**src/logic/tic_cfg.svh**
```systemverilog
`ifndef TIC_CFG_SVH
`define TIC_CFG_SVH

// ----------------------------------------
// register byte offsets
// ----------------------------------------
`define TIC_OFS_MODE   8'h00
`define TIC_OFS_PERIOD 8'h04
`define TIC_OFS_COUNT  8'h08
`define TIC_OFS_START  8'h0C
`define TIC_OFS_OUTLVL 8'h10
`define TIC_OFS_OUTEN  8'h14
`define TIC_OFS_NFEN   8'h18

// ----------------------------------------
// channel mode register fields
// ----------------------------------------
`define TIC_MODE_CKS_HI 15
`define TIC_MODE_CKS_LO 14
`define TIC_MODE_CCS    12
`define TIC_MODE_SPLIT  11
`define TIC_MODE_STS_HI 10
`define TIC_MODE_STS_LO 8
`define TIC_MODE_CIS_HI 7
`define TIC_MODE_CIS_LO 6
`define TIC_MODE_OPM_HI 3
`define TIC_MODE_OPM_LO 1
`define TIC_MODE_MD0    0
`define TIC_MODE_WMASK  16'hDFCF
`define TIC_MODE_RST    16'h0000

// ----------------------------------------
// other fields and reset values
// ----------------------------------------
`define TIC_START_BIT  0
`define TIC_STOP_BIT   1
`define TIC_FLAG_BIT   0
`define TIC_PERIOD_RST 16'h0000
`define TIC_COUNT_RST  16'h0000

`endif

```
**src/logic/tic_pkg.sv**
```systemverilog
package tic_pkg;

   // counter sequencer, gray coded along idle -> load -> run
   typedef enum logic [1:0] {
      TIC_IDLE = 2'b00,
      TIC_LOAD = 2'b01,
      TIC_RUN  = 2'b11
   } tic_state_t;

   // operating clock select codes
   typedef enum logic [1:0] {
      TIC_CK0 = 2'b00,
      TIC_CK2 = 2'b01,
      TIC_CK1 = 2'b10,
      TIC_CK3 = 2'b11
   } tic_cks_t;

   // input edge select codes
   typedef enum logic [1:0] {
      TIC_EDGE_FALL  = 2'b00,
      TIC_EDGE_RISE  = 2'b01,
      TIC_EDGE_BOTH  = 2'b10,
      TIC_EDGE_BOTHX = 2'b11
   } tic_edge_t;

   typedef enum logic [2:0] {
      TIC_OPM_INTERVAL = 3'b000
   } tic_opm_t;

   typedef enum logic [2:0] {
      TIC_STS_SOFT = 3'b000
   } tic_sts_t;

endpackage

```
**src/logic/tic_channel.sv**
```systemverilog
`timescale 1ns/1ps
`include "tic_cfg.svh"
module tic_channel
   import tic_pkg::*;
#(
   parameter int CHANNEL = 0,
   parameter int ADDR_W  = 8,
   parameter int CNT_W   = 16
) (
   // clock and reset
   input  wire logic              SYS_CLK,
   input  wire logic              RST_N,
   // apb slave
   input  wire logic [ADDR_W-1:0] PADDR,
   input  wire logic              PSEL,
   input  wire logic              PENABLE,
   input  wire logic              PWRITE,
   input  wire logic [31:0]       PWDATA,
   input  wire logic [3:0]        PSTRB,
   output logic      [31:0]       PRDATA,
   output logic                   PREADY,
   output logic                   PSLVERR,
   // prescaler clock enables, one-cycle pulses
   input  wire logic [3:0]        PRESCALER_CLK_EN,
   // timer pins and events
   input  wire logic              TIMER_INPUT_PIN,
   output logic                   TIMER_OUTPUT_PIN,
   output logic                   CHANNEL_INTERRUPT,
   output logic                   INPUT_EDGE
);

   // ----------------------------------------
   // channel-dependent write masks
   // ----------------------------------------
   localparam bit HAS_B11 = (CHANNEL == 1) || (CHANNEL == 2) ||
                            (CHANNEL == 3) || (CHANNEL == 6);
   localparam bit HAS_CK23 = (CHANNEL == 1) || (CHANNEL == 3);
   localparam bit IS_SPLIT = HAS_CK23;
   localparam logic [15:0] B11_M  = 16'h0001 << `TIC_MODE_SPLIT;
   localparam logic [15:0] CK23_M = 16'h0001 << `TIC_MODE_CKS_LO;
   localparam logic [15:0] MODE_M = `TIC_MODE_WMASK
      & (HAS_B11 ? 16'hFFFF : ~B11_M)
      & (HAS_CK23 ? 16'hFFFF : ~CK23_M);

   function automatic logic [15:0] lane_mask(input logic [3:0] s);
      lane_mask = {{8{s[1]}}, {8{s[0]}}};
   endfunction

   // ----------------------------------------
   // registers
   // ----------------------------------------
   logic [15:0]      mode_r;
   logic [CNT_W-1:0] period_r;
   logic [CNT_W-1:0] cnt_r;
   logic [CNT_W-1:0] cnt_nxt;
   tic_state_t       state_r;
   tic_state_t       state_nxt;
   logic             out_r;
   logic             out_nxt;
   logic             oe_r;
   logic             nfen_r;
   logic             irq_r;
   logic             evt;
   logic             pready_r;
   logic             pslverr_r;
   logic [31:0]      prdata_r;

   // ----------------------------------------
   // mode field decode
   // ----------------------------------------
   wire tic_cks_t  cks  = tic_cks_t'(
      mode_r[`TIC_MODE_CKS_HI:`TIC_MODE_CKS_LO]);
   wire tic_edge_t cis  = tic_edge_t'(
      mode_r[`TIC_MODE_CIS_HI:`TIC_MODE_CIS_LO]);
   wire tic_opm_t  opm  = tic_opm_t'(
      mode_r[`TIC_MODE_OPM_HI:`TIC_MODE_OPM_LO]);
   wire tic_sts_t  sts  = tic_sts_t'(
      mode_r[`TIC_MODE_STS_HI:`TIC_MODE_STS_LO]);
   wire ccs      = mode_r[`TIC_MODE_CCS];
   wire md0      = mode_r[`TIC_MODE_MD0];
   wire split    = IS_SPLIT && mode_r[`TIC_MODE_SPLIT];
   wire interval = (opm == TIC_OPM_INTERVAL);
   wire soft_st  = (sts == TIC_STS_SOFT);
   // input counts as used once any source bit is set
   wire in_used  = ccs | (sts != TIC_STS_SOFT);

   // ----------------------------------------
   // operating clock select
   // ----------------------------------------
   wire fmck = (cks == TIC_CK0) ? PRESCALER_CLK_EN[0] :
               (cks == TIC_CK1) ? PRESCALER_CLK_EN[1] :
               (cks == TIC_CK2) ? PRESCALER_CLK_EN[2] :
                                  PRESCALER_CLK_EN[3];

   // ----------------------------------------
   // input conditioning
   // ----------------------------------------
   logic [2:0] sync_r;
   logic       sync_lvl_r;
   logic       smp_r;
   logic       in_lvl_r;
   logic       edge_r;

   // the filter is clocked only while the input is in use; the
   // start-up waits in software cover the refill after enabling
   wire filt_clk = fmck & in_used;
   wire filt_ok  = ~nfen_r | (smp_r == sync_lvl_r);
   wire in_nxt   = (filt_clk & filt_ok) ? sync_lvl_r : in_lvl_r;
   wire rise     = in_nxt & ~in_lvl_r;
   wire fall     = ~in_nxt & in_lvl_r;
   wire edge_nxt = (cis == TIC_EDGE_FALL) ? fall :
                   (cis == TIC_EDGE_RISE) ? rise : (rise | fall);

   always_ff @(posedge SYS_CLK or negedge RST_N) begin
      if (!RST_N) begin
         sync_r     <= 3'h0;
         sync_lvl_r <= 1'b0;
      end else begin
         sync_r <= {sync_r[1:0], TIMER_INPUT_PIN};
         if (sync_r[1] == sync_r[2]) begin
            sync_lvl_r <= sync_r[2];
         end
      end
   end

   always_ff @(posedge SYS_CLK or negedge RST_N) begin
      if (!RST_N) begin
         smp_r    <= 1'b0;
         in_lvl_r <= 1'b0;
         edge_r   <= 1'b0;
      end else begin
         if (filt_clk) begin
            smp_r <= sync_lvl_r;
         end
         in_lvl_r <= in_nxt;
         edge_r   <= edge_nxt;
      end
   end

   // ----------------------------------------
   // apb decode
   // ----------------------------------------
   wire [7:0] ofs = 8'(PADDR);
   wire sel_mode = (ofs == `TIC_OFS_MODE);
   wire sel_per  = (ofs == `TIC_OFS_PERIOD);
   wire sel_cnt  = (ofs == `TIC_OFS_COUNT);
   wire sel_st   = (ofs == `TIC_OFS_START);
   wire sel_lvl  = (ofs == `TIC_OFS_OUTLVL);
   wire sel_oe   = (ofs == `TIC_OFS_OUTEN);
   wire sel_nf   = (ofs == `TIC_OFS_NFEN);
   wire hit      = sel_mode | sel_per | sel_cnt | sel_st |
                   sel_lvl | sel_oe | sel_nf;
   wire setup    = PSEL & ~PENABLE;
   wire wr       = PSEL & PENABLE & pready_r & PWRITE & hit;
   wire [15:0] lm = lane_mask(PSTRB);
   wire start_wr = wr & sel_st & PSTRB[0] & PWDATA[`TIC_START_BIT];
   wire stop_wr  = wr & sel_st & PSTRB[0] & PWDATA[`TIC_STOP_BIT];
   wire lvl_wr   = wr & sel_lvl & PSTRB[0];
   wire running  = (state_r != TIC_IDLE);

   wire [31:0] rd_data =
      sel_mode ? {16'h0000, mode_r} :
      sel_per  ? 32'(period_r) :
      sel_cnt  ? 32'(cnt_r) :
      sel_st   ? 32'(running) :
      sel_lvl  ? 32'(out_r) :
      sel_oe   ? 32'(oe_r) :
      sel_nf   ? 32'(nfen_r) : 32'h0000_0000;

   // zero wait states: ready is raised in the first access cycle
   always_ff @(posedge SYS_CLK or negedge RST_N) begin
      if (!RST_N) begin
         pready_r  <= 1'b0;
         pslverr_r <= 1'b0;
         prdata_r  <= 32'h0000_0000;
      end else begin
         pready_r  <= setup;
         pslverr_r <= setup & ~hit;
         prdata_r  <= (setup & ~PWRITE) ? rd_data : 32'h0000_0000;
      end
   end

   // ----------------------------------------
   // software registers
   // ----------------------------------------
   wire [15:0] mode_w = (mode_r & ~lm) | (PWDATA[15:0] & lm);
   wire [15:0] per_w  = (16'(period_r) & ~lm) | (PWDATA[15:0] & lm);

   always_ff @(posedge SYS_CLK or negedge RST_N) begin
      if (!RST_N) begin
         mode_r   <= `TIC_MODE_RST;
         period_r <= CNT_W'(`TIC_PERIOD_RST);
         oe_r     <= 1'b0;
         nfen_r   <= 1'b0;
      end else begin
         if (wr & sel_mode) begin
            mode_r <= mode_w & MODE_M;
         end
         if (wr & sel_per) begin
            period_r <= CNT_W'(per_w);
         end
         if (wr & sel_oe & PSTRB[0]) begin
            oe_r <= PWDATA[`TIC_FLAG_BIT];
         end
         if (wr & sel_nf & PSTRB[0]) begin
            nfen_r <= PWDATA[`TIC_FLAG_BIT];
         end
      end
   end

   // ----------------------------------------
   // interval counter
   // ----------------------------------------
   localparam int HALF = CNT_W / 2;
   // split mode uses only the lower half of the period
   wire [CNT_W-1:0] reload = split ?
      CNT_W'(period_r[HALF-1:0]) : period_r;
   wire tick = ccs ? edge_r : fmck;
   wire at_zero = (cnt_r == '0);

   always_comb begin
      state_nxt = state_r;
      cnt_nxt   = cnt_r;
      evt       = 1'b0;
      if (stop_wr) begin
         state_nxt = TIC_IDLE;
      end else if (start_wr & soft_st) begin
         state_nxt = TIC_LOAD;
      end else begin
         case (state_r)
            TIC_LOAD: begin
               if (tick & interval) begin
                  cnt_nxt   = reload;
                  evt       = md0;
                  state_nxt = TIC_RUN;
               end
            end
            TIC_RUN: begin
               if (tick & interval) begin
                  if (at_zero) begin
                     cnt_nxt = reload;
                     evt     = 1'b1;
                  end else begin
                     cnt_nxt = cnt_r - 1'b1;
                  end
               end
            end
            default: begin
               state_nxt = state_r;
            end
         endcase
      end
   end

   // counting toggles only when enabled; a software level write
   // while enabled is dropped so the timer waveform is undisturbed
   always_comb begin
      out_nxt = out_r;
      if (evt & oe_r) begin
         out_nxt = ~out_r;
      end else if (lvl_wr & ~oe_r) begin
         out_nxt = PWDATA[`TIC_FLAG_BIT];
      end
   end

   always_ff @(posedge SYS_CLK or negedge RST_N) begin
      if (!RST_N) begin
         state_r <= TIC_IDLE;
         cnt_r   <= CNT_W'(`TIC_COUNT_RST);
         out_r   <= 1'b0;
         irq_r   <= 1'b0;
      end else begin
         state_r <= state_nxt;
         cnt_r   <= cnt_nxt;
         out_r   <= out_nxt;
         irq_r   <= evt;
      end
   end

   // ----------------------------------------
   // outputs
   // ----------------------------------------
   assign PRDATA            = prdata_r;
   assign PREADY            = pready_r;
   assign PSLVERR           = pslverr_r;
   assign TIMER_OUTPUT_PIN  = out_r;
   assign CHANNEL_INTERRUPT = irq_r;
   assign INPUT_EDGE        = edge_r;

endmodule

```
**config.mk**
```make
export PLATFORM = sky130hd
export DESIGN_NAME = tic_channel
export DESIGN_NICKNAME = d
export VERILOG_FILES = /design/src/logic/tic_pkg.sv /design/src/logic/tic_channel.sv
export VERILOG_INCLUDE_DIRS = /design/src /design/src/logic
export SDC_FILE = /design/constraint.sdc
export NUM_CORES = 1
export LEC_CHECK = 0
export ABC_AREA = 1
export BUFFER_PORTS_ARGS = -buffer_cell sky130_fd_sc_hd__buf_4
export CELL_PAD_IN_SITES_DETAIL_PLACEMENT = 0
export CELL_PAD_IN_SITES_GLOBAL_PLACEMENT = 2
export CORE_UTILIZATION = 25
export DETAILED_ROUTE_END_ITERATION = 10
export PLACE_DENSITY_LB_ADDON = 0.2
export SLEW_MARGIN = 20
export SYNTH_ARGS = -nofsm -noshare
export SYNTH_HDL_FRONTEND = slang
export SYNTH_SLANG_ARGS = --single-unit
```
**constraint.sdc**
```tcl
create_clock -name SYS_CLK -period 1.85 [get_ports SYS_CLK]
set_clock_uncertainty 0.1 [all_clocks]
set_input_delay 0.0925 -clock SYS_CLK [delete_from_list [all_inputs] [get_ports SYS_CLK]]
set_output_delay 0.0925 -clock SYS_CLK [all_outputs]
set_load 0.02 [all_outputs]
```
==> results of run 1 <==
-- cell families (layout without fill, tap and decap cells) --
| kind of cell | count (synthesis) | after routing | synth area share, % |
|---|---|---|---|
| other cells | 1 | 16 | 0.0897 |
| xor+xnor | 11 | 11 | 2.30 |
| flops | 74 | 74 | 44.3 |
| simple gates | 226 | 226 | 24.5 |
| compound gates | 94 | 94 | 14.5 |
| mux | 1 | 1 | 0.239 |
| buf+inv | 108 | 210 | 12.6 |
| fa+ha+maj | 5 | 5 | 1.44 |
-- path summary, 6_finish.rpt --
check	to	slack, ps	cells past startpoint
min	PRDATA[2]$_DFF_PN0_	5	5
min reg2reg	sync_r[1]$_DFF_PN0_	250	0
max in group asynchronous	PRDATA[6]$_DFF_PN0_	960	3
min in group asynchronous	CHANNEL_INTERRUPT$_DFF_PN0_	90	2
max	cnt_r[9]$_DFFE_PN0P_	100	10
max reg2reg	cnt_r[9]$_DFFE_PN0P_	100	10
-- worst reg2reg max path: cells and delay by family (launching register included) --
kind,cells,cell delay [ps]
buffers and inverters,1,80
AND/OR/NAND/NOR,7,880
flip-flops,1,410
AO/OA/AOI/OAI,2,150
-- through the flow --
step / cell area [sq um] / total power (uW) / hold WS [ps] / cells / setup TNS, ps
2_1_floorplan: 4240 / 2950 / -303 / 535 / 0
3_3_place_gp: 4960 / 3420 / -81.7 / 807 / 0
3_5_place_dp: 4960 / 3420 / -80.4 / 807 / -51.3
4_1_cts: 5460 / 5210 / 1.53 / 844 / -29.5
5_1_grt: 5660 / 5750 / 11.4 / 853 / -526
6_report: 5660 / 5400 / 5.34 / 853 / 0
-- area by class of cell --
type	instances	area share [%]
Multi-Input combinational cell	353	34.3
Sequential cell	74	32.8
Timing Repair Buffer	113	17.5
Inverter	81	5.46
Tap cell	216	4.77
Clock buffer	12	4.71
Clock inverter	4	0.442
-- routing by layer --
metal	wire [um]	up-vias	share of wire [%]
met2	5690	73	47
met5	0	-	0
met4	78	0	0.64
met3	470	4	3.9
li1	-	1852	-
met1	5940	1728	49
-- where the power goes --
group          internal [uW]  switching [uW]  total (uW)
sequential              1790             187        1980
combinational            747             955        1700
clock                   1010             707        1720
total                   3550            1850        5400
-- synth_stat cells (all sizes together) --
cell type,number
a221o,1
a31oi,1
ha,4
clkbuf,1
nand4,9
xnor2,1
buf,26
xor2,10
or2,3
o22ai,3
o211ai,5
maj3,1
o21ai,61
and3,1
o221ai,1
nand3,18
nor3,6
nor2,63
inv,81
dfrtp,74
nor4,2
conb,1
a21oi,21
a221oi,1
nand2,124
mux2i,1
-- repair_timing --
action,CTS,global route
hold endpoints to repair,103,0
pin swaps,0,18
buffers inserted,0,7
gates cloned,0,2
setup endpoints to repair,5,18
hold buffers,21,0
gates resized for setup,2,38
==> flow_summary_export.csv, run 1 <==
group,metric,value,unit
floorplan,die_w,131,um
sta,min_period_over_period,94.6,%
critical_path,crit_path_cell_trace,"nor2_2 -> nand2_2 -> nor2_1 -> nand4_1 -> nand2_4 -> inv_6 -> o21ai_0 -> nand2_1 -> nand2_1 -> o21ai_2",
logic_synthesis,yosys-top-cells-area,"dfrtp_1, nand2_1, inv_1",
cells_and_area,fillers,1749,
pwr,p_leak,0.00281,uW
cts,clockRootBuffer,"clkbuf_16",
critical_path,critical-path-max-stage-delay,410,ps
critical_path,path_common_cell,"nand2_1",
sta,rsz0062_at_grt,"true",
drt,vias,3657,
logic_synthesis,ys_ff_latch,74,
status,status,"complete, no violations",
logic_synthesis,yosysSeqAreaShare,44.3,%
sta,min_period,1750,ps
grt,grt_max_degree,33,
sta,max_freq,571,MHz
critical_path,critPathRequiredTime,1980,ps
grt,track_usage,14.6,%
pwr,peakVddDrop,0.564,mV
critical_path,crit_fanout,9,
critical_path,startpoint_type,"flip-flop",
grt,grt_use_met3,3.78,%
cts,cts_buffer_depth,2,
pwr,p_per_area,954,nW/um^2
cells_and_area,utilization,35.1,%
grt,grt-ovfl-total,0,
drt,routed_wl,12.2,mm
sta,setup_viol,0,
drt,avgViaCountPerCell,4.29,
placed_design,place.gp.congestion,0.759,
critical_path,worstPathArrival,1880,ps
cts,clk_pin_slew,60,ps
grt,busiest_layer,"met2",
grt,grt_pass1_vias,3586,
drt,dr.pass1.iters,4,
cells_and_area,seqCellArea,1860,sq um
sta,hold_violations,0,
worst_hold_path,hp-class,"input port to flip-flop",
drt,avgRoutedWirePerCell,14.3,um
critical_path,r2r_start,"cnt_r[11]$_DFFE_PN0P_",
critical_path,crit_start,"cnt_r[11]$_DFFE_PN0P_",
worst_hold_path,hp-start,"PWRITE",
cts,tritoncts,"done",
logic_synthesis,synthDistinctLibCells,41,
sta,slew_viol_final,0,
floorplan,fp.dieH,131,um
critical_path,cp_num_buf_inv,1,
cells_and_area,drive_gt1_share,29.7,%
logic_synthesis,synth_top_area_share,44.3,%
drt,drc,0,
cts,clk-insertion-delay-late,350,ps
floorplan,num_rows,46,
critical_path,cp_slowest_cell,"dfrtp_1",
placed_design,dpl_worst_slack,-49.0,ps
cells_and_area,nNetsFinal,690,
logic_synthesis,synth_warnings,0,
logic_synthesis,synth_top_area_cell,"dfrtp_1",
grt,grt_pass1_wl,19.4,mm
job,cap_viol_max_count,0,
grt,grt_use_met1,19.9,%
logic_synthesis,synth_cells,520,
grt,antenna_found_initial,0,
sta,fin_ws,99.2,ps
cells_and_area,diodes,0,
floorplan,core_area,16100,sq um
floorplan,die_area,17200,sq um
critical_path,cp-end-kind,"flip-flop",
cells_and_area,mostFrequentLayoutCells,"nand2_1, buf_4, dfrtp_1, inv_1, nor2_1",
critical_path,critical_path_class,"flip-flop to flip-flop",
cells_and_area,layout_commonest_cell,"nand2_1",
floorplan,ios,91,
placed_design,dpl.hpwl,8.93,mm
logic_synthesis,avgSynthCellArea,8.04,sq um
critical_path,cp_top_family,"simple AND/OR/NAND/NOR gates",
cts,cts.sinks,74,
cells_and_area,areaGrowthSynthToFinish,35.4,%
grt,gr-usage-met2,23.0,%
placed_design,port_buffers,54,
cts,cts_htree_levels,3,
drt,ant_nets,0,
logic_synthesis,syn_area,4180,sq um
cts,cts_buffers,9,
floorplan,start_util,25.9,%
cells_and_area,multi_input_area,1940,sq um
drt,drt_iter0_markers,156,
Note: power is estimated with default switching activity, not from simulation.
==> run 2: changes to the inputs <==
Clock period 1.85 ns to 1.6 ns, I/O delays scaled along.
==> run 2 against run 1 <==
The run now ends with hold timing, setup timing left. Sequential power grew 13%. Sequential share of layout area shrank 3.6 points. Setup slack lost 250 ps. First-iteration DRC count shrank 15%. Largest power group is now combinational logic.
==> flow_summary_export.csv, run 2 (same netlist as run 1, synthesis figures left out) <==
group,metric,value,unit
floorplan,start_util,25.9,%
cts,cts_buffers,9,
placed_design,port_buffers,54,
floorplan,die_w,131,um
placed_design,place.gp.congestion,0.772,
grt,antenna_found_initial,0,
cts,cts.sinks,74,
status,status,"complete, but fails checks",
critical_path,critical_path_class,"flip-flop to flip-flop",
floorplan,ios,91,
status,violations,"hold timing, setup timing",
sta,min_period_over_period,109,%
grt,grt_pass1_vias,4036,
sta,min_period,1750,ps
grt,grt_pass1_wl,21.3,mm
pwr,p_leak,0.00318,uW
cells_and_area,mostFrequentLayoutCells,"buf_4, nand2_1, dfrtp_1",
grt,track_usage,16.0,%
cts,clockRootBuffer,"clkbuf_16",
drt,avgViaCountPerCell,4.24,
critical_path,startpoint_type,"flip-flop",
pwr,peakVddDrop,0.622,mV
drt,routed_wl,13.1,mm
sta,hold_slack,-7.52,ps
cells_and_area,diodes,0,
sta,setup_viol,19,
critical_path,rrSetupSlack,-150,ps
cts,cts_buffer_depth,2,
pwr,p_per_area,1060,nW/um^2
drt,vias,3883,
cts,clk-insertion-delay-late,340,ps
cells_and_area,areaGrowthSynthToFinish,52.1,%
cts,tritoncts,"done",
sta,fin_ws,-146,ps
placed_design,dpl_worst_slack,-444,ps
cells_and_area,drive_gt1_share,40.9,%
drt,dr.pass1.iters,4,
grt,grt_max_degree,75,
worst_hold_path,hp-class,"input port to flip-flop",
floorplan,num_rows,46,
drt,drt_iter0_markers,132,
critical_path,cp-end-kind,"flip-flop",
sta,max_freq,573,MHz
grt,grt-ovfl-total,0,
sta,slew_viol_final,0,
critical_path,crit_fanout,6,
pwr,p_total,6720,uW
critical_path,worstPathArrival,1920,ps
floorplan,die_area,17200,sq um
cts,clk_pin_slew,60,ps
drt,ant_nets,0,
cts,cts_htree_levels,3,
drt,avgRoutedWirePerCell,14.3,um
job,cap_viol_max_count,0,
cells_and_area,layout_commonest_cell,"buf_4",
critical_path,critPathRequiredTime,1780,ps
drt,drc,0,
cells_and_area,nNetsFinal,754,
floorplan,fp.dieH,131,um
sta,hold_violations,1,
placed_design,dpl.hpwl,9.21,mm
floorplan,core_area,16100,sq um
sta,rsz0062_at_grt,"true",
[run 2: changes by cell type in the layout (fill, tap and decap cells not counted), sizes merged]
cell / change
nand3: +1
bufinv: +1
nand2: +1
clkbuf: -2
buf: +63
nor2: +1
clkinvlp: -2
[run 2: repair_timing]
| action | 4_1_cts | 5_1_grt |
|---|---|---|
| gates cloned | 2 | 2 |
| endpoints found under the setup margin | 33 | 43 |
| resized for setup | 43 | 50 |
| pin swaps | 19 | 29 |
| hold buffers | 21 | 0 |
| buffers inserted | 13 | 7 |
| endpoints found under the hold margin | 102 | 0 |
[run 2: layer usage]
metal  up-vias  routed length, um  global-route usage, %
met2        58               6070                   26.3
li1       1978                  -                      -
met5         -                  0                      0
met4         0                206                   6.40
met3         9                348                   2.12
met1      1838               6440                   21.2
[run 2: final timing paths]
path,endpoint,cells after the start,start
max,cnt_r[7]$_DFFE_PN0P_,11,cnt_r[1]$_DFFE_PN0P_
min,flip-flop,3,PSTRB[1]
max reg2reg,cnt_r[7]$_DFFE_PN0P_,11,cnt_r[1]$_DFFE_PN0P_
min reg2reg,sync_r[1]$_DFF_PN0_,0,sync_r[0]$_DFF_PN0_
max in group asynchronous,cnt_r[8]$_DFFE_PN0P_,3,RST_N
min in group asynchronous,CHANNEL_INTERRUPT$_DFF_PN0_,3,RST_N
[run 2: worst max-delay path, stage by stage (launching register included)]
cell and delay, ps:
dfrtp_1 380, inv_2 110, ha_4 140, inv_2 40, nor3_2 100, nand4_1 150
nand2_4 200, buf_8 180, nor2_2 40, a21oi_1 110, nand2_1 70, o21ai_2 50
[run 2: where the power goes]
group          total (uW)  internal [uW]  leakage, uW  switching, uW
logic                2460           1200      0.00207           1270
registers            2240           2060     0.000967            175
clock network        2020           1240     0.000142            787
[run 2: metrics by stage]
step,util [%],TNS (ps),instance area [sq um],instances
2_1_floorplan,-,-14.2,4260,535
3_3_place_gp,33.1,-7090,5330,857
3_5_place_dp,33.1,-8120,5330,857
4_1_cts,37.8,-1270,6090,908
5_1_grt,39.4,-4660,6360,916
6_report,39.4,-1600,6360,916
[run 2: cell type report]
class,count,area [sq um]
clock inverter,3,40.0
clock buffer,12,246
tap,216,270
fill,1686,9760
inverter,81,312
multi-input combinational,356,2180
timing repair buffer,174,1460
sequential,74,1850
